==> config.mk <==
export PLATFORM = sky130hd
export DESIGN_NAME = oled_power_reset_sequencer
export DESIGN_NICKNAME = d
export VERILOG_FILES = /design/src/oled_seq_pkg.sv /design/src/pin_sync.sv /design/src/oled_power_reset_sequencer.sv
export VERILOG_INCLUDE_DIRS = /design/src /design/src/src
export SDC_FILE = /design/constraint.sdc
export NUM_CORES = 1
export LEC_CHECK = 0
export BUFFER_PORTS_ARGS = -buffer_cell sky130_fd_sc_hd__buf_4
export CORE_MARGIN = 4
export CORE_UTILIZATION = 40
export DETAILED_ROUTE_END_ITERATION = 8
export HOLD_SLACK_MARGIN = 0.06
export PLACE_DENSITY = 0.66
export RECOVER_POWER = 100
export SYNTH_ARGS = -nofsm -noshare
export SYNTH_HDL_FRONTEND = slang
export SYNTH_SLANG_ARGS = --single-unit
==> constraint.sdc <==
create_clock -name clk_in -period 1.8 [get_ports clk_in]
set_clock_uncertainty 0.15 [all_clocks]
set_input_delay 0.18 -clock clk_in [delete_from_list [all_inputs] [get_ports clk_in]]
set_output_delay 0.18 -clock clk_in [all_outputs]
set_load 0.01 [all_outputs]
==> src/oled_seq_params.svh <==
// constants for the display controller reset and power sequencer
`ifndef OLED_SEQ_PARAMS_SVH
`define OLED_SEQ_PARAMS_SVH
// ----------------------------------------------------------------
// register offsets (byte addresses)
// ----------------------------------------------------------------
`define OFS_CTRL 4'h0
`define OFS_STATUS 4'h4
`define OFS_CONTRAST 4'h8
`define OFS_SCAN 4'hC
// ----------------------------------------------------------------
// field positions
// ----------------------------------------------------------------
`define CTRL_DISP_ON_BIT 0
`define CTRL_ENTIRE_ON_BIT 1
`define CTRL_MODE_BIT 2
`define CTRL_SEG_REMAP_BIT 3
`define CTRL_COM_REV_BIT 4
`define CTRL_SOFT_INIT_BIT 5
`define STAT_SHIFT_LSB 0
`define STAT_BITCNT_LSB 8
`define STAT_START_LSB 12
`define STAT_COL_LSB 20
// ----------------------------------------------------------------
// reset values, normal display code and panel size
// ----------------------------------------------------------------
`define RST_CONTRAST 8'h80
`define RST_START_LINE 6'h00
`define RST_COLUMN 8'h00
`define RST_SHIFT 8'h00
`define RST_BITCNT 3'h0
`define NORMAL_DISP_CODE 8'hA4
`define COLS_WIDE 132
`define ROWS_TALL 64
`endif

==> src/oled_seq_pkg.sv <==
// types shared by the display controller reset logic
package oled_seq_pkg;
  typedef enum logic {
    MODE_132X64,
    MODE_ALT
  } disp_mode_t;
  typedef enum logic [1:0] {
    ST_INIT,
    ST_IDLE,
    ST_ANSWER
  } bus_state_t;
endpackage : oled_seq_pkg

==> src/pin_sync.sv <==
// two-flop synchroniser for asynchronous pin inputs
`timescale 1ns/1ps
module pin_sync #(
  parameter int WIDTH = 1,
  parameter logic [WIDTH-1:0] RESET_VAL = '0
) (
  input wire logic clk_in,
  input wire logic rst_n_in,
  input wire logic ce_in,
  input wire logic [WIDTH-1:0] async_in,
  output logic [WIDTH-1:0] sync_out
);
  logic [WIDTH-1:0] meta_r;
  logic [WIDTH-1:0] meta_nxt;
  logic [WIDTH-1:0] sync_r;
  logic [WIDTH-1:0] sync_nxt;

  if (WIDTH < 1) begin : g_bad_width
    $error("pin_sync width must be positive");
  end

  always_comb begin
    meta_nxt = ce_in ? async_in : meta_r;
    sync_nxt = ce_in ? meta_r : sync_r;
  end

  always_ff @(posedge clk_in or negedge rst_n_in) begin
    if (!rst_n_in) begin
      meta_r <= RESET_VAL;
      sync_r <= RESET_VAL;
    end else begin
      meta_r <= meta_nxt;
      sync_r <= sync_nxt;
    end
  end

  assign sync_out = sync_r;
endmodule : pin_sync

==> src/oled_power_reset_sequencer.sv <==
// display controller default state held by the hardware init pin
`timescale 1ns/1ps
`include "oled_seq_params.svh"

// Function
// RULE_01: host inserts settling delay between logic and panel supplies both ways.
// RULE_02: host powers logic, display off, init, clear, panel on, waits 100ms, on.
// RULE_03: host: display off, panel off, wait 100ms discharge, then logic off.
// RULE_04: while hw_init_n low, controller holds defaults with display off.
// RULE_05: init selects 132 by 64 addressing mode.
// RULE_06: init selects unmirrored mapping, first column and row at address zero.
// RULE_07: init clears serial shift register, dropping partial bits.
// RULE_08: init sets display start line to memory address zero.
// RULE_09: init clears column address counter to zero.
// RULE_10: init selects normal, non-reversed row driver scan direction.
// RULE_11: init loads contrast with 80h.
// RULE_12: init selects normal display mode, same as code A4h.
// RULE_13: host should reset and reinitialise display after noise corruption.
// RULE_14: host commands display off first when powering down.
// RULE_15: after init releases, defaults stay until host commands change them.
module oled_power_reset_sequencer
  import oled_seq_pkg::*;
(
  input wire logic clk_in,
  input wire logic rst_n_in,
  input wire logic ce_in,
  input wire logic hw_init_n_in,
  input wire logic sclk_in,
  input wire logic sdin_in,
  input wire logic [3:0] avs_address_in,
  input wire logic avs_read_in,
  input wire logic avs_write_in,
  input wire logic [31:0] avs_writedata_in,
  input wire logic [3:0] avs_byteenable_in,
  output logic [31:0] avs_readdata_out,
  output logic avs_waitrequest_out,
  output logic display_on_out,
  output logic mode_132x64_out,
  output logic first_column_driver_remap_out,
  output logic row_drive_outputs_reversed_out,
  output logic [7:0] contrast_out,
  output logic [5:0] start_line_out,
  output logic [7:0] column_addr_out,
  output logic normal_display_out
);
  // ----------------------------------------------------------------
  // pin synchronisers
  // ----------------------------------------------------------------
  logic [2:0] pins_s;
  pin_sync #(.WIDTH(3), .RESET_VAL(3'h0)) u_sync (
    .clk_in(clk_in),
    .rst_n_in(rst_n_in),
    .ce_in(ce_in),
    .async_in({hw_init_n_in, sclk_in, sdin_in}),
    .sync_out(pins_s)
  );
  logic init_act;
  logic sclk_s;
  logic sdin_s;
  assign init_act = ~pins_s[2];
  assign sclk_s = pins_s[1];
  assign sdin_s = pins_s[0];

  // ----------------------------------------------------------------
  // configuration state
  // ----------------------------------------------------------------
  logic disp_on_r, disp_on_nxt;
  logic entire_on_r, entire_on_nxt;
  disp_mode_t mode_r, mode_nxt;
  logic seg_remap_r, seg_remap_nxt;
  logic com_rev_r, com_rev_nxt;
  logic [7:0] contrast_r, contrast_nxt;
  logic [5:0] start_r, start_nxt;
  logic [7:0] col_r, col_nxt;
  logic [7:0] shift_r, shift_nxt;
  logic [2:0] bitcnt_r, bitcnt_nxt;
  logic sclk_d_r, sclk_d_nxt;
  bus_state_t bus_st_r, bus_st_nxt;
  logic [31:0] rdata_r, rdata_nxt;
  logic soft_init;

  function automatic logic [31:0] merge(input logic [31:0] old_v, input logic [31:0] new_v,
                                        input logic [3:0] be);
    logic [31:0] res;
    res = old_v;
    for (int i = 0; i < 4; i++) begin
      if (be[i]) res[i*8 +: 8] = new_v[i*8 +: 8];
    end
    return res;
  endfunction : merge

  logic [31:0] ctrl_word;
  logic [31:0] status_word;
  logic [31:0] ctrl_w;
  logic [31:0] scan_w;
  logic [31:0] cont_w;
  logic wr_take;
  logic rd_take;

  always_comb begin
    ctrl_word = 32'h0000_0000;
    ctrl_word[`CTRL_DISP_ON_BIT] = disp_on_r;
    ctrl_word[`CTRL_ENTIRE_ON_BIT] = entire_on_r;
    ctrl_word[`CTRL_MODE_BIT] = (mode_r == MODE_ALT);
    ctrl_word[`CTRL_SEG_REMAP_BIT] = seg_remap_r;
    ctrl_word[`CTRL_COM_REV_BIT] = com_rev_r;
    status_word = 32'h0000_0000;
    status_word[`STAT_SHIFT_LSB +: 8] = shift_r;
    status_word[`STAT_BITCNT_LSB +: 3] = bitcnt_r;
    status_word[`STAT_START_LSB +: 6] = start_r;
    status_word[`STAT_COL_LSB +: 8] = col_r;
  end

  // ----------------------------------------------------------------
  // bus slave: one wait cycle, answer in the second
  // ----------------------------------------------------------------
  always_comb begin
    bus_st_nxt = bus_st_r;
    rdata_nxt = rdata_r;
    wr_take = 1'b0;
    rd_take = 1'b0;
    case (bus_st_r)
      ST_INIT: bus_st_nxt = ST_IDLE;
      ST_IDLE: begin
        if (avs_read_in || avs_write_in) begin
          bus_st_nxt = ST_ANSWER;
          case (avs_address_in)
            `OFS_CTRL: rdata_nxt = ctrl_word;
            `OFS_STATUS: rdata_nxt = status_word;
            `OFS_CONTRAST: rdata_nxt = {24'h00_0000, contrast_r};
            `OFS_SCAN: rdata_nxt = {26'h000_0000, start_r};
            default: rdata_nxt = 32'h0000_0000;
          endcase
        end
      end
      ST_ANSWER: begin
        bus_st_nxt = ST_IDLE;
        wr_take = avs_write_in;
        rd_take = avs_read_in;
      end
      default: bus_st_nxt = ST_IDLE;
    endcase
  end
  assign avs_waitrequest_out = (bus_st_r != ST_ANSWER);
  assign avs_readdata_out = rdata_r;

  always_comb begin
    ctrl_w = merge(ctrl_word, avs_writedata_in, avs_byteenable_in);
    cont_w = merge({24'h00_0000, contrast_r}, avs_writedata_in, avs_byteenable_in);
    scan_w = merge({26'h000_0000, start_r}, avs_writedata_in, avs_byteenable_in);
  end
  assign soft_init = wr_take && (avs_address_in == `OFS_CTRL) && ctrl_w[`CTRL_SOFT_INIT_BIT];

  // ----------------------------------------------------------------
  // defaults under init, host changes otherwise
  // ----------------------------------------------------------------
  always_comb begin
    disp_on_nxt = disp_on_r;
    entire_on_nxt = entire_on_r;
    mode_nxt = mode_r;
    seg_remap_nxt = seg_remap_r;
    com_rev_nxt = com_rev_r;
    contrast_nxt = contrast_r;
    start_nxt = start_r;
    col_nxt = col_r;
    shift_nxt = shift_r;
    bitcnt_nxt = bitcnt_r;
    sclk_d_nxt = sclk_s;
    if (init_act || soft_init) begin
      disp_on_nxt = 1'b0; // see RULE_04
      mode_nxt = MODE_132X64; // see RULE_05
      seg_remap_nxt = 1'b0; // see RULE_06
      shift_nxt = `RST_SHIFT; // see RULE_07
      bitcnt_nxt = `RST_BITCNT; // see RULE_07
      start_nxt = `RST_START_LINE; // see RULE_08
      col_nxt = `RST_COLUMN; // see RULE_09
      com_rev_nxt = 1'b0; // see RULE_10
      contrast_nxt = `RST_CONTRAST; // see RULE_11
      entire_on_nxt = 1'b0; // see RULE_12
    end else begin
      // see RULE_15: only bus writes and serial data (shift, bit count, column) alter settings
      if (wr_take) begin
        case (avs_address_in)
          `OFS_CTRL: begin
            disp_on_nxt = ctrl_w[`CTRL_DISP_ON_BIT];
            entire_on_nxt = ctrl_w[`CTRL_ENTIRE_ON_BIT];
            mode_nxt = ctrl_w[`CTRL_MODE_BIT] ? MODE_ALT : MODE_132X64;
            seg_remap_nxt = ctrl_w[`CTRL_SEG_REMAP_BIT];
            com_rev_nxt = ctrl_w[`CTRL_COM_REV_BIT];
          end
          `OFS_CONTRAST: contrast_nxt = cont_w[7:0];
          `OFS_SCAN: start_nxt = scan_w[5:0];
          default: ;
        endcase
      end
      // serial data shifts in on rising sclk, msb first
      if (sclk_s && !sclk_d_r) begin
        shift_nxt = {shift_r[6:0], sdin_s};
        bitcnt_nxt = 3'(bitcnt_r + 3'h1);
        if (bitcnt_r == 3'h7) col_nxt = (col_r == 8'(`COLS_WIDE - 1)) ? 8'h00 : 8'(col_r + 8'h01);
      end
    end
  end

  always_ff @(posedge clk_in or negedge rst_n_in) begin
    if (!rst_n_in) begin
      disp_on_r <= 1'b0;
      entire_on_r <= 1'b0;
      mode_r <= MODE_132X64;
      seg_remap_r <= 1'b0;
      com_rev_r <= 1'b0;
      contrast_r <= `RST_CONTRAST;
      start_r <= `RST_START_LINE;
      col_r <= `RST_COLUMN;
      shift_r <= `RST_SHIFT;
      bitcnt_r <= `RST_BITCNT;
      sclk_d_r <= 1'b0;
      bus_st_r <= ST_INIT;
      rdata_r <= 32'h0000_0000;
    end else if (ce_in) begin
      disp_on_r <= disp_on_nxt;
      entire_on_r <= entire_on_nxt;
      mode_r <= mode_nxt;
      seg_remap_r <= seg_remap_nxt;
      com_rev_r <= com_rev_nxt;
      contrast_r <= contrast_nxt;
      start_r <= start_nxt;
      col_r <= col_nxt;
      shift_r <= shift_nxt;
      bitcnt_r <= bitcnt_nxt;
      sclk_d_r <= sclk_d_nxt;
      bus_st_r <= bus_st_nxt;
      rdata_r <= rdata_nxt;
    end
  end

  assign display_on_out = disp_on_r;
  assign mode_132x64_out = (mode_r == MODE_132X64);
  assign first_column_driver_remap_out = seg_remap_r;
  assign row_drive_outputs_reversed_out = com_rev_r;
  assign contrast_out = contrast_r;
  assign start_line_out = start_r;
  assign column_addr_out = col_r;
  assign normal_display_out = ~entire_on_r;
endmodule : oled_power_reset_sequencer

==> reports/metrics.yaml <==
status: "complete, no violations"
finalCritPeriodShare_pct: 99.8
clock_latency_ns: 0.35
fin_ws_ns: 0.00366
crit_path_cell_trace: "and4b_4 -> o21ai_4 -> buf_6 -> a21oi_4 -> mux2_4"
drt-wirelength-per-cell_um: 17.4
remaining_drc_errors: 0
synth-edff-count: 0
gp_congestion: 0.857
ctsRootBufferMaster: "clkbuf_8"
via_per_inst: 5.33
cp-end-kind: "flop"
post-synth-top-area-cell: "dfrtp_1"
numCtsBuffers: 9
max-vdd-ir-drop_mv: 0.456
antennaDiodeCount: 0
synth_top_family_by_area: "compound AO/OA/AOI/OAI gates"
top_usage_layer: "met2"
nFillCells: 693
p_per_area_mw_per_mm2: 926
die_h_um: 99.0
synth_async_sr_flop_share_pct: 100
core-area_mm2: 0.00789
ant_nets: 0
crit_family: "simple AND/OR/NAND/NOR gates"
worst-path-max-fanout: 6
drive_gt1_share_pct: 36.6
cp_num_buf_inv: 1
cts_tree: "yes"
fmax_mhz: 557
worst_path_max_delay_cell: "and4b_4"
finalWirelength_mm: 8.60
clockBufferDepth: 2
grt_usage_pct: 18.1
syn-mean-instance-area_um2: 12.7
die_area_mm2: 0.00980
drt_iter0_markers: 135
cap_violations: 0
worst_pin_slew_ns: 1.09
post_dp_cell_area_mm2: 0.00417
synth.distinct_cells: 51
setup_viol: 0
cp_data_arrival_time_ns: 1.88
grt_overflow: 0
start_util_pct: 42.0
synth-seq-area-share_pct: 54.4
pre_cts_ws_ns: -0.112
synth_fa_ha_area_share_pct: 1.13
grt_pass1_vias: 2689
synth_compound_area_share_pct: 19.8
synth_seq_cells: 72
synth-simple-area-share_pct: 9.40
cts_sinks: 72
area_delta_synth_final_pct: 36.7
hold_viol: 0
htreeDepth: 3
yosys.area_share.xor_xnor_pct: 0
synthCells: 260
clkTransAtPathRegs_ns: 0.08
p_leak_nw: 2.18
stdcell_area_mm2: 0.00453
slew_viol_final: 0
dp_hpwl_mm: 6.16
cp.required_ns: 1.89
grtUsageMet2_pct: 26.8
slew-limit-headroom_pct: 27.5
dr.pass1.iters: 4
num_rows: 32
cp-start-kind: "flop"
fp.dieW_um: 99.0
gr-usage-met3_pct: 4.53
fin_nets: 439
hold_path.class: "input port to flop"
grt_pass1_wl_mm: 13.9
synth_top_area_share_pct: 53.6
timing.final.crit_period_ns: 1.80
syn_area_mm2: 0.00331
rsz0062_at_grt: "true"
synth_mux_area_share_pct: 8.91
crit_type: "flop to flop"
synth.area.top_cells: "dfrtp_1, a22o_1, mux2_2"
ys.flop_type: "dfrtp_1"
cpPeakStageDelay_ns: 0.43
yosys_warnings: 0
grt_max_degree: 45
num_vias: 2639
power_w: 0.00419
grt_use_met1_pct: 25.7
port_buffers: 73
pin_count: 108
antenna_found_initial: 0
power breakdown:
group          internal (W)  total [W]  switching (W)  leakage (nW)
combinational      0.000462   0.000885       0.000424          1.11
sequential          0.00176    0.00189       0.000129         0.968
clock              0.000782    0.00142       0.000635         0.110
total               0.00301    0.00419        0.00119          2.18
Yosys cell counts (2+ instances only):
cell,number
a22o_1,41
a22oi_1,3
a31oi_1,12
and2_1,3
and3_1,5
buf_1,2
buf_2,2
buf_4,11
buf_6,5
dfrtp_1,71
ha_1,3
inv_1,12
mux2_2,10
mux2_4,2
mux2i_1,4
mux4_2,5
nand2_1,11
nand2b_1,6
nand3_1,8
nor2_1,3
nor2_2,2
nor2b_1,2
o21ai_0,7
o21ai_1,3
metrics by stage:
step / util [%] / std cells / hold slack (ns) / setup TNS (ns)
floorplan: - / 266 / -0.266 / 0
global placement: 52.9 / 460 / -0.164 / -0.583
detailed placement: 52.9 / 460 / -0.166 / -1.45
CTS: 57.5 / 490 / 0.0943 / -0.000443
global route: 57.4 / 495 / 0.109 / -0.268
finish: 57.4 / 495 / 0.110 / 0
metal layers:
layer,routed length (um),vias up
met2,3950,85
met5,0,-
met3,548,10
li1,-,1228
met1,4000,1316
met4,107,0
cell families (layout without fill, tap and decap cells):
logic type / after synthesis / in the layout
adders and majority gates: 3 / 3
and+or+nand+nor: 50 / 50
buffers and inverters: 33 / 160
DFF: 72 / 72
AOI/OAI and AO/OA: 80 / 80
other: 1 / 7
muxes: 21 / 21
layout by cell type (no fill, tap or decap), types with 2 or more instances in the layout:
cell           count
a22o_1            41
a22oi_1            3
a31oi_1           12
and2_1             3
and3_1             4
buf_4             85
buf_6              6
bufinv_16          2
clkbuf_1          24
clkbuf_2           2
clkbuf_8           9
clkinv_2           2
conb_1             7
dfrtp_1           71
dlygate4sd3_1     14
ha_1               3
inv_1             12
mux2_2             8
mux2_4             4
mux2i_1            4
mux4_2             5
nand2_1           11
nand2b_1           6
nand3_1            8
nor2_1             3
nor2_2             2
nor2b_1            2
o21ai_0            7
o21ai_1            2
worst min-delay path: stages:
cell     delay [ns]
buf_4          0.13
buf_4          0.15
nand3_1        0.06
o21ai_1        0.05
cell type report:
cell class | count | area (um2) | share of cell area, %
inverters | 12 | 45.0 | 0.994
flip-flops and latches | 72 | 1800 | 39.8
well taps | 102 | 128 | 2.82
multi-input cells | 161 | 1380 | 30.6
clock inverters | 7 | 95.1 | 2.10
clock buffers | 9 | 124 | 2.73
repair buffers | 132 | 951 | 21.0
registers in the layout, summed over array words and instances (netlist names):
register	flops
row_drive_outputs_reversed_out	1
u_sync.sync_out	3
entire_on_r	1
column_addr_out	8
start_line_out	6
display_on_out	1
bus_st_r	2
mode_r	1
contrast_out	8
u_sync.meta_r	3
shift_r	8
avs_readdata_out	25
first_column_driver_remap_out	1
sclk_d_r	1
bitcnt_r	3
path summary, 6_finish.rpt:
check	cells past startpoint	slack (ns)	end	from
max in group asynchronous	3	0.25	contrast_out[6]	rst_n_in
max	5	0.004	start_line_out[4]	bus_st_r[0]
min	4	0.11	display_on_out	avs_byteenable_in[0]
min in group asynchronous	3	0.42	column_addr_out[4]	rst_n_in
max reg2reg	5	0.004	start_line_out[4]	bus_st_r[0]
min reg2reg	2	0.35	u_sync.sync_out[2]	u_sync.meta_r[2]
repair_timing:
action	in CTS	in global routing
hold endpoints to repair	94	0
pin swaps	0	4
setup endpoints to repair	32	23
gates resized for setup	4	16
cloned	0	1
buffers inserted	0	4
hold buffers	14	0
Note: power is estimated with default switching activity, not from simulation.
